## src/design/vst_pkg.sv

```systemverilog
package vst_pkg;

  // register byte offsets on the apb slave
  localparam logic [7:0] OFS_CMD_PORT   = 8'h00;
  localparam logic [7:0] OFS_TOP_FIXED  = 8'h04;
  localparam logic [7:0] OFS_SCROLL_HT  = 8'h08;
  localparam logic [7:0] OFS_BOT_FIXED  = 8'h0C;
  localparam logic [7:0] OFS_SCROLL_ST  = 8'h10;
  localparam logic [7:0] OFS_ACCESS_CTL = 8'h14;
  localparam logic [7:0] OFS_STATUS     = 8'h18;

  // command port fields
  localparam int CMD_BYTE_MSB = 7;
  localparam int CMD_DC_BIT   = 8;

  // status register fields
  localparam int ST_TEAR_EN   = 0;
  localparam int ST_TEAR_MODE = 1;
  localparam int ST_SCROLL    = 2;
  localparam int ST_PARTIAL   = 3;
  localparam int ST_SLEEP     = 4;

  // command codes
  localparam logic [7:0] CMD_SW_RESET     = 8'h01;
  localparam logic [7:0] CMD_SLEEP_IN     = 8'h10;
  localparam logic [7:0] CMD_SLEEP_OUT    = 8'h11;
  localparam logic [7:0] CMD_PARTIAL_DISP = 8'h12;
  localparam logic [7:0] CMD_NORMAL_DISP  = 8'h13;
  localparam logic [7:0] CMD_SCROLL_DEF   = 8'h33;
  localparam logic [7:0] CMD_TEAR_OFF     = 8'h34;
  localparam logic [7:0] CMD_TEAR_ON      = 8'h35;
  localparam logic [7:0] CMD_ACCESS_CTL   = 8'h36;
  localparam logic [7:0] CMD_SCROLL_START = 8'h37;
  localparam logic [7:0] CMD_NONE         = 8'h00;

  // parameter byte indices
  localparam logic [2:0] PIX_0 = 3'h0;
  localparam logic [2:0] PIX_1 = 3'h1;
  localparam logic [2:0] PIX_3 = 3'h3;
  localparam logic [2:0] PIX_5 = 3'h5;
  localparam logic [2:0] PIX_MAX = 3'h7;

  // field positions
  localparam int ORDER_BIT     = 4;
  localparam int TEAR_MODE_BIT = 0;

  // reset values
  localparam logic [15:0] RST_TOP_FIXED  = 16'h0000;
  localparam logic [15:0] RST_SCROLL_HT  = 16'h0140;
  localparam logic [15:0] RST_BOT_FIXED  = 16'h0000;
  localparam logic [15:0] RST_SCROLL_ST  = 16'h0000;
  localparam logic [7:0]  RST_ACCESS_CTL = 8'h00;

  localparam logic [15:0] ONE_LINE = 16'h0001;

endpackage : vst_pkg

```

## src/design/vst_top.sv

```systemverilog
// Chosen here: the register addresses and register access over APB.
`timescale 1ns/10ps

module vst_top #(
  parameter int          ADDR_W = 8,
  parameter logic [15:0] LINES  = 16'h0140
) (
  input  wire logic              clk,
  input  wire logic              reset,
  input  wire logic              psel,
  input  wire logic              penable,
  input  wire logic              pwrite,
  input  wire logic [ADDR_W-1:0] paddr,
  input  wire logic [31:0]       pwdata,
  input  wire logic [3:0]        pstrb,
  output logic      [31:0]       prdata,
  output logic                   pready,
  output logic                   pslverr,
  input  wire logic              vblank,
  input  wire logic              hblank,
  output logic                   tear_indication_out,
  output logic      [15:0]       scroll_begin_line,
  output logic      [15:0]       first_scroll_line,
  output logic                   scroll_step_down
);

  // apb state
  logic        pready_ff;
  logic [31:0] prdata_ff;
  logic        pslverr_ff;
  logic        err_out_ff;

  // command interpreter state
  logic [7:0]  cur_cmd_ff;
  logic [2:0]  param_idx_ff;
  logic [7:0]  hi_byte_ff;

  // held settings
  logic [15:0] top_fixed_lines_ff;
  logic [15:0] scroll_area_height_ff;
  logic [15:0] bottom_fixed_lines_ff;
  logic [15:0] scroll_start_ff;
  logic [7:0]  memory_access_control_ff;
  logic        tear_en_ff;
  logic        tear_mode_ff;
  logic        scroll_mode_ff;
  logic        partial_ff;
  logic        sleep_ff;

  // registered outputs toward the panel
  logic        tear_out_ff;
  logic [15:0] scroll_begin_ff;
  logic [15:0] first_line_ff;
  logic        step_down_ff;

  // bus decode
  wire logic [7:0] addr_b;
  wire logic       setup_ph;
  wire logic       done_ph;
  wire logic       hit_cmd;
  wire logic       hit_top;
  wire logic       hit_ht;
  wire logic       hit_bot;
  wire logic       hit_st;
  wire logic       hit_acc;
  wire logic       hit_stat;
  wire logic       mapped;
  wire logic       byte_wr;

  assign addr_b   = 8'(paddr);
  assign setup_ph = psel & ~penable;
  assign done_ph  = psel & penable & pready_ff;
  assign hit_cmd  = (addr_b == vst_pkg::OFS_CMD_PORT);
  assign hit_top  = (addr_b == vst_pkg::OFS_TOP_FIXED);
  assign hit_ht   = (addr_b == vst_pkg::OFS_SCROLL_HT);
  assign hit_bot  = (addr_b == vst_pkg::OFS_BOT_FIXED);
  assign hit_st   = (addr_b == vst_pkg::OFS_SCROLL_ST);
  assign hit_acc  = (addr_b == vst_pkg::OFS_ACCESS_CTL);
  assign hit_stat = (addr_b == vst_pkg::OFS_STATUS);
  assign mapped   = hit_cmd | hit_top | hit_ht | hit_bot
                  | hit_st | hit_acc | hit_stat;

  // a byte enters only when both low lanes are enabled, so the select bit is defined
  assign byte_wr = done_ph & pwrite & hit_cmd & pstrb[0] & pstrb[1] & ~pslverr_ff;

  // the byte stream
  wire logic [7:0] in_byte;
  wire logic       in_dc;
  wire logic       cmd_stb;
  wire logic       par_stb;

  assign in_byte = pwdata[vst_pkg::CMD_BYTE_MSB:0];
  assign in_dc   = pwdata[vst_pkg::CMD_DC_BIT];
  assign cmd_stb = byte_wr & ~in_dc;
  assign par_stb = byte_wr & in_dc;

  // command decode, one wire per code that takes no parameter
  wire logic is_swrst;
  wire logic is_slp_in;
  wire logic is_slp_out;
  wire logic is_partial;
  wire logic is_normal;
  wire logic is_tear_off;

  assign is_swrst    = cmd_stb & (in_byte == vst_pkg::CMD_SW_RESET);
  assign is_slp_in   = cmd_stb & (in_byte == vst_pkg::CMD_SLEEP_IN);
  assign is_slp_out  = cmd_stb & (in_byte == vst_pkg::CMD_SLEEP_OUT);
  assign is_partial  = cmd_stb & (in_byte == vst_pkg::CMD_PARTIAL_DISP);
  assign is_normal   = cmd_stb & (in_byte == vst_pkg::CMD_NORMAL_DISP);
  assign is_tear_off = cmd_stb & (in_byte == vst_pkg::CMD_TEAR_OFF);

  // parameter decode against the open command
  wire logic in_def;
  wire logic in_ton;
  wire logic in_acc;
  wire logic in_vsp;
  wire logic [15:0] word16;

  assign in_def = par_stb & (cur_cmd_ff == vst_pkg::CMD_SCROLL_DEF);
  assign in_ton = par_stb & (cur_cmd_ff == vst_pkg::CMD_TEAR_ON);
  assign in_acc = par_stb & (cur_cmd_ff == vst_pkg::CMD_ACCESS_CTL);
  assign in_vsp = par_stb & (cur_cmd_ff == vst_pkg::CMD_SCROLL_START);
  assign word16 = {hi_byte_ff, in_byte};

  // each 16-bit field commits only on its low byte
  wire logic wr_top;
  wire logic wr_ht;
  wire logic wr_bot;
  wire logic wr_vsp;
  wire logic wr_ton;

  assign wr_top = in_def & (param_idx_ff == vst_pkg::PIX_1);
  assign wr_ht  = in_def & (param_idx_ff == vst_pkg::PIX_3);
  assign wr_bot = in_def & (param_idx_ff == vst_pkg::PIX_5);
  assign wr_vsp = in_vsp & (param_idx_ff == vst_pkg::PIX_1) & ~partial_ff;
  assign wr_ton = in_ton & (param_idx_ff == vst_pkg::PIX_0) & ~tear_en_ff;

  // apb answer: one wait state, then pready for one cycle
  always_ff @(posedge clk) begin
    if (reset) begin
      pready_ff <= 1'b0;
    end else begin
      pready_ff <= psel & penable & ~pready_ff;
    end
  end

  // error pin rises with pready from a flop of its own, so no gate sits on the output
  always_ff @(posedge clk) begin
    if (reset) begin
      err_out_ff <= 1'b0;
    end else begin
      err_out_ff <= psel & penable & ~pready_ff & pslverr_ff;
    end
  end

  // read data and error are fixed in the setup cycle while the address is stable
  wire logic [31:0] rd_mux;
  wire logic [31:0] stat_word;

  assign stat_word = 32'(({sleep_ff, partial_ff, scroll_mode_ff, tear_mode_ff, tear_en_ff})
                     << vst_pkg::ST_TEAR_EN);
  assign rd_mux = hit_cmd  ? 32'(cur_cmd_ff) :
                  hit_top  ? 32'(top_fixed_lines_ff) :
                  hit_ht   ? 32'(scroll_area_height_ff) :
                  hit_bot  ? 32'(bottom_fixed_lines_ff) :
                  hit_st   ? 32'(scroll_start_ff) :
                  hit_acc  ? 32'(memory_access_control_ff) :
                  hit_stat ? stat_word : 32'h0000_0000;

  always_ff @(posedge clk) begin
    if (reset) begin
      prdata_ff  <= 32'h0000_0000;
      pslverr_ff <= 1'b0;
    end else if (setup_ph) begin
      prdata_ff  <= pwrite ? 32'h0000_0000 : rd_mux;
      pslverr_ff <= ~mapped;
    end
  end

  // command and parameter tracking; a new command byte restarts the count
  always_ff @(posedge clk) begin
    if (reset) begin
      cur_cmd_ff   <= vst_pkg::CMD_NONE;
      param_idx_ff <= vst_pkg::PIX_0;
      hi_byte_ff   <= 8'h00;
    end else if (cmd_stb) begin
      cur_cmd_ff   <= in_byte;
      param_idx_ff <= vst_pkg::PIX_0;
    end else if (par_stb) begin
      hi_byte_ff   <= in_byte;
      if (param_idx_ff != vst_pkg::PIX_MAX) begin
        param_idx_ff <= param_idx_ff + 3'h1;
      end
    end
  end

  // scroll definition; soft reset restores the same defaults as hard reset
  always_ff @(posedge clk) begin
    if (reset || is_swrst) begin
      top_fixed_lines_ff    <= vst_pkg::RST_TOP_FIXED;
      scroll_area_height_ff <= vst_pkg::RST_SCROLL_HT;
      bottom_fixed_lines_ff <= vst_pkg::RST_BOT_FIXED;
    end else begin
      if (wr_top) top_fixed_lines_ff    <= word16;
      if (wr_ht)  scroll_area_height_ff <= word16;
      if (wr_bot) bottom_fixed_lines_ff <= word16;
    end
  end

  // scroll start pointer and scroll mode
  always_ff @(posedge clk) begin
    if (reset || is_swrst) begin
      scroll_start_ff <= vst_pkg::RST_SCROLL_ST;
      scroll_mode_ff  <= 1'b0;
    end else if (is_normal || is_partial) begin
      scroll_mode_ff  <= 1'b0;
    end else if (wr_vsp) begin
      scroll_start_ff <= word16;
      scroll_mode_ff  <= 1'b1;
    end
  end

  // access control byte survives soft reset
  always_ff @(posedge clk) begin
    if (reset) begin
      memory_access_control_ff <= vst_pkg::RST_ACCESS_CTL;
    end else if (in_acc && param_idx_ff == vst_pkg::PIX_0) begin
      memory_access_control_ff <= in_byte;
    end
  end

  // display modes: partial/normal and sleep
  always_ff @(posedge clk) begin
    if (reset || is_swrst) begin
      partial_ff <= 1'b0;
      sleep_ff   <= 1'b1;
    end else begin
      if (is_partial) partial_ff <= 1'b1;
      if (is_normal)  partial_ff <= 1'b0;
      if (is_slp_in)  sleep_ff   <= 1'b1;
      if (is_slp_out) sleep_ff   <= 1'b0;
    end
  end

  // tear enable and mode; off while off and on while on leave state alone
  always_ff @(posedge clk) begin
    if (reset || is_swrst) begin
      tear_en_ff   <= 1'b0;
      tear_mode_ff <= 1'b0;
    end else if (is_tear_off) begin
      tear_en_ff   <= 1'b0;
    end else if (wr_ton) begin
      tear_en_ff   <= 1'b1;
      tear_mode_ff <= in_byte[vst_pkg::TEAR_MODE_BIT];
    end
  end

  // tear pin: refresh order is deliberately not an input to this term
  wire logic tear_src;

  assign tear_src = vblank | (tear_mode_ff & hblank);

  always_ff @(posedge clk) begin
    if (reset) begin
      tear_out_ff <= 1'b0;
    end else begin
      tear_out_ff <= tear_en_ff & ~sleep_ff & tear_src;
    end
  end

  // scroll geometry for the line fetch logic, in frame memory line pointers
  wire logic        order;
  wire logic [15:0] last_line;
  wire logic [15:0] begin_line;

  assign order      = memory_access_control_ff[vst_pkg::ORDER_BIT];
  assign last_line  = LINES - vst_pkg::ONE_LINE;
  // order 0 counts the top area up from line 0, order 1 down from the last line
  assign begin_line = order ? (last_line - top_fixed_lines_ff)
                            : top_fixed_lines_ff;

  always_ff @(posedge clk) begin
    if (reset) begin
      scroll_begin_ff <= vst_pkg::RST_TOP_FIXED;
      first_line_ff   <= vst_pkg::RST_SCROLL_ST;
      step_down_ff    <= 1'b0;
    end else begin
      scroll_begin_ff <= begin_line;
      first_line_ff   <= scroll_start_ff;
      step_down_ff    <= order;
    end
  end

  // outputs straight from flops
  assign prdata              = prdata_ff;
  assign pready              = pready_ff;
  assign pslverr             = err_out_ff;
  assign tear_indication_out = tear_out_ff;
  assign scroll_begin_line   = scroll_begin_ff;
  assign first_scroll_line   = first_line_ff;
  assign scroll_step_down    = step_down_ff;

endmodule : vst_top

```

## config.mk

```make
export PLATFORM = sky130hd
export DESIGN_NAME = vst_top
export DESIGN_NICKNAME = d
export VERILOG_FILES = /design/src/design/vst_pkg.sv /design/src/design/vst_top.sv
export SDC_FILE = /design/constraint.sdc
export NUM_CORES = 1
export LEC_CHECK = 0
export ABC_CLOCK_PERIOD_IN_PS = 5400
export BUFFER_PORTS_ARGS = -buffer_cell sky130_fd_sc_hd__buf_2
export CAP_MARGIN = 20
export CELL_PAD_IN_SITES_DETAIL_PLACEMENT = 1
export CELL_PAD_IN_SITES_GLOBAL_PLACEMENT = 1
export CORE_MARGIN = 5
export CORE_UTILIZATION = 45
export CTS_BUF_LIST = sky130_fd_sc_hd__clkbuf_8 sky130_fd_sc_hd__clkbuf_16
export CTS_CLUSTER_DIAMETER = 80
export CTS_CLUSTER_SIZE = 12
export DETAILED_ROUTE_END_ITERATION = 7
export PLACE_DENSITY_LB_ADDON = 0.08
export SLEW_MARGIN = 20
export SYNTH_ARGS = -nofsm -noshare
export SYNTH_HDL_FRONTEND = slang
export SYNTH_SLANG_ARGS = --single-unit
```

## constraint.sdc

```tcl
create_clock -name clk -period 5.4 [get_ports clk]
set_clock_uncertainty 0.05 [all_clocks]
set_input_delay 1.62 -clock clk [delete_from_list [all_inputs] [get_ports clk]]
set_output_delay 1.62 -clock clk [all_outputs]
set_load 0.01 [all_outputs]
```

==> run_results.csv, run 1 <==
group,metric,value,unit
global_routing,grt_max_degree,59,
sta,max_freq,256,MHz
logic_synthesis,synth_xor_area_share,2.03,%
logic_synthesis,syn_area,6460,µm²
global_routing,antenna_found_initial,0,
logic_synthesis,yosys.area.top_type,"dfxtp_1",
sta,whs,0.397,ns
worst_setup_path,worstRegToRegCells,5,
worst_setup_path,start_kind,"input pin",
clock_network,clock_sinks,149,
clock_network,htree_levels,4,
routing,drc,0,
sta,slew_violations,0,
routing,num_vias,5421,
die,initial_utilization,46.2,%
hold_path,whs_path_depth,2,
place,finalWeightedCongestion,0.852,
logic_synthesis,synth_mux_area_share,10.1,%
cells_and_area,nFillCells,1667,
logic_synthesis,postSynthCellCount,725,
sta,worstMarginPinSlew,1.06,ns
die,io_pins,119,
logic_synthesis,synth_area_leaders,"dfxtp_1 (46%), mux2i_1 (9.8%), nand2_1 (5.9%), a21oi_1 (4.9%), nor2_1 (4.4%)",
clock_network,clk_latency,0.42,ns
routing,vias_per_cell,5.58,
die,chipHeight,130,µm
cells_and_area,diodes,0,
logic_synthesis,synth_top_family_by_area,"simple AND/OR/NAND/NOR gates",
routing,drt_iter0_drc,336,
logic_synthesis,yosys_warnings,0,
logic_synthesis,synth_edf_count,0,
global_routing,use_met3,5.24,%
worst_setup_path,r2r_slack,2.73,ns
place,port_buffers,77,
hold_path,min_path_type,"reg -> reg",
die,dieWidth,130,µm
sta,min_period,3.90,ns
clock_network,post_cts_buffers,0,
clock_network,clock_path_buffers,2,
clock_network,cts_buffers,17,
global_routing,grt_use_total,24.5,%
global_routing,grt_pass1_wl,31300,µm
sta,finalHoldViolations,0,
logic_synthesis,synth_compound_area_share,12.6,%
cells_and_area,regArea,2980,µm²
logic_synthesis,synth.most_common_cell,"dfxtp_1",
global_routing,grt_pass1_vias,5551,
logic_synthesis,synth_flop_cell,"dfxtp_1",
logic_synthesis,ys_seq_elements,149,
die,rows,43,
clock_network,clk_pin_slew,0.06,ns
worst_setup_path,cp_max_fo,58,
global_routing,overflow,0,
worst_setup_path,critPathKind,"in -> reg",
logic_synthesis,avgSynthCellArea,8.91,µm²
clock_network,cts-root-buf,"clkbuf_16",
routing,wl,20100,µm
global_routing,grt_use_met1,33.8,%
cells_and_area,design_area,7460,µm²
logic_synthesis,seq_area_frac_synth,46.2,%
sta,setup_tns,0,ns
routing,post_drt_wl_per_cell,20.7,µm
global_routing,use_met2,38.5,%
logic_synthesis,synthArstFlopShare,0,%
logic_synthesis,ys_types,59,
cells_and_area,drive_above_1_share,17.7,%
place,place_area,6860,µm²
clock_network,hold_buffers,0,
logic_synthesis,synth-simple-area-share,21.3,%
place,dp_hpwl,13300,µm
logic_synthesis,ys_top_cells_by_count,"dfxtp_1 (149), nand2_1 (102), nor2_1 (75)",
routing,detail-route-antenna-nets,0,
cells_and_area,fin_nets,837,
worst_setup_path,cp.arrival,4.11,ns
worst_setup_path,crit_required,5.61,ns
die,dieArea,16800,µm²
place,placedCellCount,941,
sta,period_share,72.2,%
power,p_leak,3.01,nW
logic_synthesis,synth_top_cell_area_share,46.2,%
clock_network,post_cts_resized,0,
routing,first_pass_iters,4,
power,power,2.42,mW
sta,timing.slew.headroom,29.0,%
logic_synthesis,post_synth_fa_ha_maj_area_fraction,1.16,%
cells_and_area,multiInputGateArea,3120,µm²
die,coreArea,14000,µm²
global_routing,gr-max-usage-layer,"met2",
worst_setup_path,critPathCaptureType,"flip-flop",
power,vdd_drop_max,0.000217,V
cells_and_area,fin_cells,972,
sta,grt_setup_unrepaired,"no",
power,p_per_area,324,nW/µm²
clock_network,cts_tree,"yes",
sta,setup_viol,0,
cells_and_area,area_growth,15.5,%
run_status,status,"complete, no violations",
run,cap_violations,0,
-- power by group --
| part | leakage, nW | switching, mW | internal (mW) | total [mW] |
|---|---|---|---|---|
| combinational | 1.50 | 0.0813 | 0.0234 | 0.105 |
| clock | 0.310 | 0.453 | 0.760 | 1.21 |
| sequential | 1.20 | 0.000839 | 1.10 | 1.10 |
| total | 3.01 | 0.536 | 1.88 | 2.42 |
-- path summary, 6_finish.rpt --
path / startpoint / endpoint
hold / removal: scroll_area_height_ff[2]$_SDFFE_PP0P_ / scroll_area_height_ff[2]$_SDFFE_PP0P_
setup reg to reg: cur_cmd_ff[6]$_SDFFE_PP0P_ / top_fixed_lines_ff[9]$_SDFFE_PP0P_
setup / recovery: paddr[7] / scroll_area_height_ff[5]$_SDFFE_PP0P_
hold reg to reg: scroll_area_height_ff[2]$_SDFFE_PP0P_ / scroll_area_height_ff[2]$_SDFFE_PP0P_
-- layout make-up --
class / instances / share of cell area, %
sequential: 149 / 40.0
tap: 180 / 3.02
timing repair buffer: 88 / 6.27
multi-input combinational: 507 / 41.9
inverter: 17 / 0.855
clock buffer: 17 / 5.70
clock inverter: 14 / 2.28
-- flip-flops by register name, indices dropped and copies added, names as in the netlist, 3 cells and up --
register / flops
bottom_fixed_lines_ff: 16
first_scroll_line: 16
prdata: 16
scroll_area_height_ff: 16
scroll_begin_line: 16
scroll_start_ff: 16
top_fixed_lines_ff: 16
cur_cmd_ff: 8
hi_byte_ff: 8
memory_access_control_ff: 8
param_idx_ff: 3
-- stage by stage --
stage	setup WS, ns	utilization (%)
after floorplan	1.74	-
after global placement	1.12	49.1
after detailed placement	1.07	49.1
after CTS	1.51	53.3
after global routing	1.37	53.3
final	1.50	53.3
-- layout by cell type (no fill, tap or decap), types with 8 or more instances in the layout --
master	instances
a21oi_1	63
a221oi_1	8
a31oi_1	9
buf_2	77
buf_4	11
clkbuf_16	17
conb_1	16
dfxtp_1	149
inv_1	19
mux2i_1	63
nand2_1	102
nand3_1	16
nor2_1	75
nor2b_1	26
nor3_1	8
o31ai_1	11
xnor2_1	8
-- cells by family after synthesis --
family,count (synthesis)
xor gates and xnor gates,15
muxes,65
and+or+nand+nor,279
adders and majority gates,6
DFF,149
buffers and inverters,84
other,1
AOI/OAI and AO/OA,126
-- critical path, cell delays in order --
cell and delay, ns:
buf_2 0.10, nor4_2 0.48, nand2_1 0.47, or4_4 0.73, nand2_4 0.56, a21oi_1 0.12
-- routing by layer --
metal,vias to the layer above,share of wire (%)
li1,2584,-
met5,-,0
met1,2684,46
met4,0,1.5
met3,24,5.6
met2,129,47
No activity file was read; power rests on OpenSTA's default activity.
==> inputs of run 2 (changes only) <==
Settings changed: ABC_AREA set to 1, ABC_CLOCK_PERIOD_IN_PS 5400 to 3600, CORE_UTILIZATION 45 to 40.
Clock period 5.4 ns to 3.6 ns, I/O delays scaled along.
==> run 2 against run 1 <==
Via count is 11% higher. Sequential power is 50% higher. Wire length is 1.5% lower. Die area is 12% higher. Final area is 3.2% higher. Worst setup slack worse by 0.59 ns. Final cell count is 23% higher. Combinational power is 28% higher. Core utilization is 5.0 points lower. Non-clock buffer count is 3 higher. Critical path depth is 6 higher. Critical path type unchanged.
==> run_results.csv, run 2 <==
group,metric,value,unit
run,cap_violations,0,
routing,post_drt_wl_per_cell,16.6,µm
global_routing,antenna_found_initial,0,
worst_setup_path,critPathCaptureType,"flip-flop",
worst_setup_path,cp_max_fo,22,
hold_path,min_path_type,"reg -> reg",
die,io_pins,119,
sta,finalHoldViolations,0,
sta,slew_violations,0,
cells_and_area,finish.utilization,48.3,%
logic_synthesis,synth_area_leaders,"dfxtp_1 (46%), nand2_1 (9.8%), a21oi_1 (8.5%), o21ai_0 (5.9%), nor2_1 (5.9%)",
global_routing,grt_pass1_wl,31800,µm
die,chipHeight,138,µm
sta,max_freq,371,MHz
worst_setup_path,crit_required,3.86,ns
cells_and_area,area_growth,18.1,%
clock_network,clock_sinks,149,
cells_and_area,layout_commonest_cell,"nand2_1",
logic_synthesis,synth-simple-area-share,23.5,%
logic_synthesis,avgSynthCellArea,7.27,µm²
sta,period_share,74.9,%
routing,vias_per_cell,5.06,
logic_synthesis,synth_mux_area_share,0,%
worst_setup_path,start_kind,"input pin",
logic_synthesis,postSynthCellCount,896,
logic_synthesis,yosys_warnings,0,
logic_synthesis,synth_xor_area_share,0.269,%
place,dp_hpwl,14600,µm
power,p_leak,3.39,nW
power,p_per_area,489,nW/µm²
global_routing,grt_pass1_vias,6234,
sta,setup_tns,0,ns
die,coreArea,15900,µm²
cells_and_area,drive_above_1_share,16.0,%
clock_network,hold_buffers,0,
logic_synthesis,seq_area_frac_synth,45.8,%
cells_and_area,fin_cells,1194,
logic_synthesis,ys_top_cells_by_count,"nand2_1 (170), dfxtp_1 (149), a21oi_1 (110)",
sta,setup_viol,0,
logic_synthesis,synth_top_family_by_area,"simple AND/OR/NAND/NOR gates",
die,dieWidth,138,µm
logic_synthesis,synth_edf_count,0,
logic_synthesis,synth_flop_cell,"dfxtp_1",
clock_network,clk_latency,0.43,ns
logic_synthesis,ys_types,40,
worst_setup_path,cp.arrival,2.96,ns
die,rows,46,
sta,worstMarginPinSlew,0.787,ns
clock_network,post_cts_resized,0,
global_routing,use_met3,5.00,%
routing,first_pass_iters,4,
power,vdd_drop_max,0.000392,V
clock_network,htree_levels,4,
place,placedCellCount,1162,
place,finalWeightedCongestion,0.843,
cells_and_area,layout_common_cells,"nand2_1 (170), dfxtp_1 (149), a21oi_1 (110), inv_1 (103), nor2_1 (102)",
logic_synthesis,syn_area,6510,µm²
sta,min_period,2.70,ns
global_routing,grt_use_met1,24.9,%
logic_synthesis,synth.most_common_cell,"nand2_1",
global_routing,grt_use_total,21.8,%
global_routing,gr-max-usage-layer,"met2",
global_routing,overflow,0,
clock_network,clock_path_buffers,2,
run_status,status,"complete, no violations",
clock_network,cts_buffers,17,
clock_network,post_cts_buffers,0,
routing,num_vias,6042,
clock_network,clk_pin_slew,0.06,ns
sta,timing.slew.headroom,47.2,%
worst_setup_path,critPathKind,"in -> reg",
die,dieArea,18900,µm²
logic_synthesis,synth_compound_area_share,18.2,%
cells_and_area,diodes,0,
logic_synthesis,yosys.area.top_type,"dfxtp_1",
cells_and_area,fin_nets,1022,
routing,detail-route-antenna-nets,0,
power,power,3.77,mW
routing,drt_iter0_drc,260,
clock_network,cts_tree,"yes",
logic_synthesis,post_synth_fa_ha_maj_area_fraction,1.15,%
logic_synthesis,ys_seq_elements,149,
logic_synthesis,synthArstFlopShare,0,%
logic_synthesis,synth_top_cell_area_share,45.8,%
global_routing,use_met2,40.4,%
routing,drc,0,
clock_network,cts-root-buf,"clkbuf_16",
routing,wl,19800,µm
sta,grt_setup_unrepaired,"no",
place,port_buffers,77,
die,initial_utilization,40.9,%
global_routing,grt_max_degree,45,
==> run 2: cells by family (layout without fill, tap and decap cells) <==
kind of cell	Yosys count	count (layout)
compound gates	223	223
xor+xnor	2	2
fa+ha+maj	6	6
buf+inv	163	230
flops	149	149
other cells	1	16
simple gates	352	352
==> run 2: path summary, 6_finish.rpt <==
path                                                      start                                  end  slack [ns]  cells after the start
worst max register to register       cur_cmd_ff[7]$_SDFFE_PP0P_  top_fixed_lines_ff[12]$_SDFFE_PP0P_        1.52                      7
worst max-delay path                                   paddr[1]   top_fixed_lines_ff[4]$_SDFFE_PP0P_        0.90                     12
worst min register to register  scroll_start_ff[5]$_SDFFE_PP0P_      first_scroll_line[5]$_SDFF_PP0_        0.39                      2
worst min-delay path            scroll_start_ff[5]$_SDFFE_PP0P_      first_scroll_line[5]$_SDFF_PP0_        0.39                      2
==> run 2: metrics by stage <==
stage	hold slack, ns	cell area [µm²]	setup WS (ns)
floorplan	0.367	6570	1.18
global route	0.416	7700	0.713
CTS	0.401	7700	0.893
finish	0.395	7700	0.904
global placement	0.379	7040	0.441
detailed placement	0.390	7040	0.437
==> run 2: power by group <==
group / total (mW) / leakage, nW / internal, mW / switching [mW]
Sequential: 1.65 / 1.20 / 1.65 / 0.000891
Clock: 1.98 / 0.337 / 1.29 / 0.688
Combinational: 0.134 / 1.86 / 0.0329 / 0.101
Total: 3.77 / 3.39 / 2.98 / 0.790
==> run 2: metal layers <==
metal  part of all wire [%]  vias to the layer above
met5                      0                        -
met4                    1.3                        0
met3                    4.2                       20
met2                     53                      107
met1                     42                     2924
li1                       -                     2991
==> run 2: layout make-up <==
type | count | area [µm²]
fillers | 2067 | 8250
repair buffers | 91 | 503
well taps | 216 | 270
clock buffers | 21 | 480
multi-input cells | 599 | 2870
clock inverters | 11 | 180
flip-flops and latches | 149 | 2980
inverters | 107 | 407
==> run 2: critical path, stage by stage <==
cell     delay [ns]
buf_2          0.11
nor2_2         0.17
nand2_2        0.14
nor2_8         0.27
nand2_1        0.14
nor2_4         0.11
inv_2          0.09
nand2_4        0.10
nand2_2        0.24
buf_4          0.31
o21ai_0        0.12
a21oi_1        0.06
==> inputs of run 3 (changes only) <==
Settings changed: ABC_AREA 1 to 0, ABC_CLOCK_PERIOD_IN_PS 3600 to 2650, CORE_UTILIZATION 40 to 42.
Clock period 3.6 ns to 2.65 ns, I/O delays scaled along.
==> run 3 against run 2 <==
Worst setup slack worse by 0.79 ns. Power up 30%. Die area down 5.2%. Core utilization up 3.4 points. Flip-flop and latch count unchanged. Critical path depth down 5. Final cell count down 15%. Sequential power up 36%. First-iteration DRC count up 25%. Non-clock buffer count up 36. Final area up 1.7%. Worst hold slack better by 0.0087 ns. Critical endpoint is now scroll_area_height_ff[15]$_SDFFE_PP0P_. Largest cell class is now multi-input gates. Largest power group unchanged. Highest routed layer unchanged.
==> run_results.csv, run 3 (synthesis gave the netlist of run 1 again) <==
group,metric,value,unit
global_routing,antenna_found_initial,0,
run,cap_violations,0,
die,dieWidth,134,µm
hold_path,whs_path_depth,2,
routing,num_vias,5606,
cells_and_area,layout_common_cells,"dfxtp_1 (149), nand2_1 (102), buf_2 (77), nor2_1 (75)",
clock_network,post_cts_buffers,0,
power,p_leak,3.19,nW
place,dp_hpwl,14600,µm
global_routing,grt_use_total,23.1,%
cells_and_area,layout_commonest_cell,"dfxtp_1",
hold_path,min_path_type,"reg -> reg",
place,place_ws,-0.311,ns
worst_setup_path,worstRegToRegCells,6,
die,coreArea,15100,µm²
place,place_area,7240,µm²
die,io_pins,119,
power,p_per_area,624,nW/µm²
cells_and_area,design_area,7830,µm²
power,vdd_drop_max,0.000457,V
routing,first_pass_iters,5,
worst_setup_path,cp_cell_sequence,"buf_2 > or4_4 > or3_4 > or4_4 > nand2_4 > buf_12 > a21oi_1",
place,port_buffers,77,
clock_network,htree_levels,4,
routing,wl,20500,µm
routing,drc,0,
routing,drt_iter0_drc,324,
power,power,4.88,mW
clock_network,cts_buffers,17,
cells_and_area,finish.utilization,51.7,%
clock_network,cts-root-buf,"clkbuf_16",
sta,timing.slew.headroom,51.6,%
sta,max_freq,394,MHz
sta,grt_setup_unrepaired,"no",
routing,detail-route-antenna-nets,0,
cells_and_area,regArea,2980,µm²
worst_setup_path,critPathCaptureType,"flip-flop",
sta,whs,0.404,ns
global_routing,grt_max_degree,61,
worst_setup_path,r2r_slack,0.31,ns
cells_and_area,diodes,0,
worst_setup_path,critPathKind,"in -> reg",
cells_and_area,drive_above_1_share,22.1,%
routing,vias_per_cell,5.50,
die,dieArea,18000,µm²
sta,setup_ws,0.111,ns
clock_network,clk_latency,0.43,ns
worst_setup_path,critPathMaxStageDelay,0.56,ns
sta,finalHoldViolations,0,
worst_setup_path,reg2reg_to,"top_fixed_lines_ff[12]$_SDFFE_PP0P_",
clock_network,cts_tree,"yes",
clock_network,clock_sinks,149,
worst_setup_path,crit_required,2.91,ns
worst_setup_path,cp_max_fo,22,
worst_setup_path,critPathMostFrequentCell,"or4_4",
routing,post_drt_wl_per_cell,20.1,µm
clock_network,hold_buffers,0,
run_status,status,"complete, no violations",
hold_path,holdPathEnd,"prdata[1]$_SDFFE_PP0P_",
die,rows,45,
sta,period_share,95.8,%
global_routing,grt_pass1_wl,32000,µm
cells_and_area,nFillCells,1773,
global_routing,overflow,0,
cells_and_area,fin_nets,876,
die,initial_utilization,42.6,%
worst_setup_path,cp.arrival,2.80,ns
sta,setup_viol,0,
sta,slew_violations,0,
clock_network,clk_pin_slew,0.06,ns
worst_setup_path,r2r-start,"cur_cmd_ff[6]$_SDFFE_PP0P_",
sta,worstMarginPinSlew,0.723,ns
global_routing,grt_pass1_vias,5681,
worst_setup_path,start_kind,"input pin",
hold_path,min-delay-start,"prdata[1]$_SDFFE_PP0P_",
clock_network,clock_path_buffers,2,
cells_and_area,multiInputGateArea,3140,µm²
place,finalWeightedCongestion,0.871,
die,chipHeight,134,µm
clock_network,post_cts_resized,0,
worst_setup_path,slowest_stage,"or4_4",
sta,min_period,2.54,ns
cells_and_area,area_growth,21.2,%
==> run 3: changes by cell type in the layout (fill, tap and decap cells not counted), sizes merged, moves of 11 or more <==
cell   previous run  this run
o21ai            94         5
inv             107        20
nand2           175       103
mux2i             0        63
a21oi           120        63
buf              91       127
nor2            111        82
nand3            42        16
nor2b             0        26
o31ai             0        11
==> run 3: through the flow <==
| step | TNS (ns) | instances |
|---|---|---|
| final | 0 | 1020 |
| after global routing | 0 | 1020 |
| after CTS | 0 | 1020 |
| after detailed placement | -18.61 | 988 |
| after global placement | -18.08 | 988 |
| after floorplan | -0.637 | 740 |
==> run 3: routing by layer <==
layer	track usage, %	share of wire (%)	up-vias
met5	0	0	-
met4	7.31	1.6	0
met3	4.76	4.9	21
met2	36.5	46	147
met1	31.8	47	2772
li1	-	-	2666
==> run 3: worst max-delay path by stage <==
stage / startpoint / to / slack, ns / cells after the start
finish: pwdata[8] / scroll_area_height_ff[15]$_SDFFE_PP0P_ / 0.11 / 7
global route: pwdata[8] / tear_en_ff$_SDFFE_PP0P_ / 0.09 / 7
CTS: pwdata[8] / scroll_area_height_ff[15]$_SDFFE_PP0P_ / 0.13 / 7
detailed placement: pwdata[8] / scroll_area_height_ff[14]$_SDFFE_PP0P_ / -0.31 / 7
global placement: pwdata[8] / tear_en_ff$_SDFFE_PP0P_ / -0.30 / 7
floorplan: pwdata[6] / top_fixed_lines_ff[0]$_SDFFE_PP0P_ / -0.04 / 7
==> run 3: critical path: cells and delay by family <==
| kind | cells | cell delay [ns] |
|---|---|---|
| compound gates | 1 | 0.07 |
| buf+inv | 2 | 0.33 |
| simple gates | 4 | 1.58 |
==> run 3: report_power, final <==
| group | switching [mW] | leakage (nW) | total (mW) | internal (mW) |
|---|---|---|---|---|
| registers | 0.00133 | 1.20 | 2.24 | 2.24 |
| clock network | 0.957 | 0.296 | 2.39 | 1.43 |
| logic | 0.173 | 1.69 | 0.252 | 0.0781 |
| total | 1.13 | 3.19 | 4.88 | 3.75 |
==> run 3: area by class of cell <==
type,count,area share [%]
multi-input combinational,507,40.1
sequential,149,38.1
timing repair buffer,127,10.5
clock buffer,19,5.79
tap,188,3.01
clock inverter,13,1.66
inverter,17,0.815
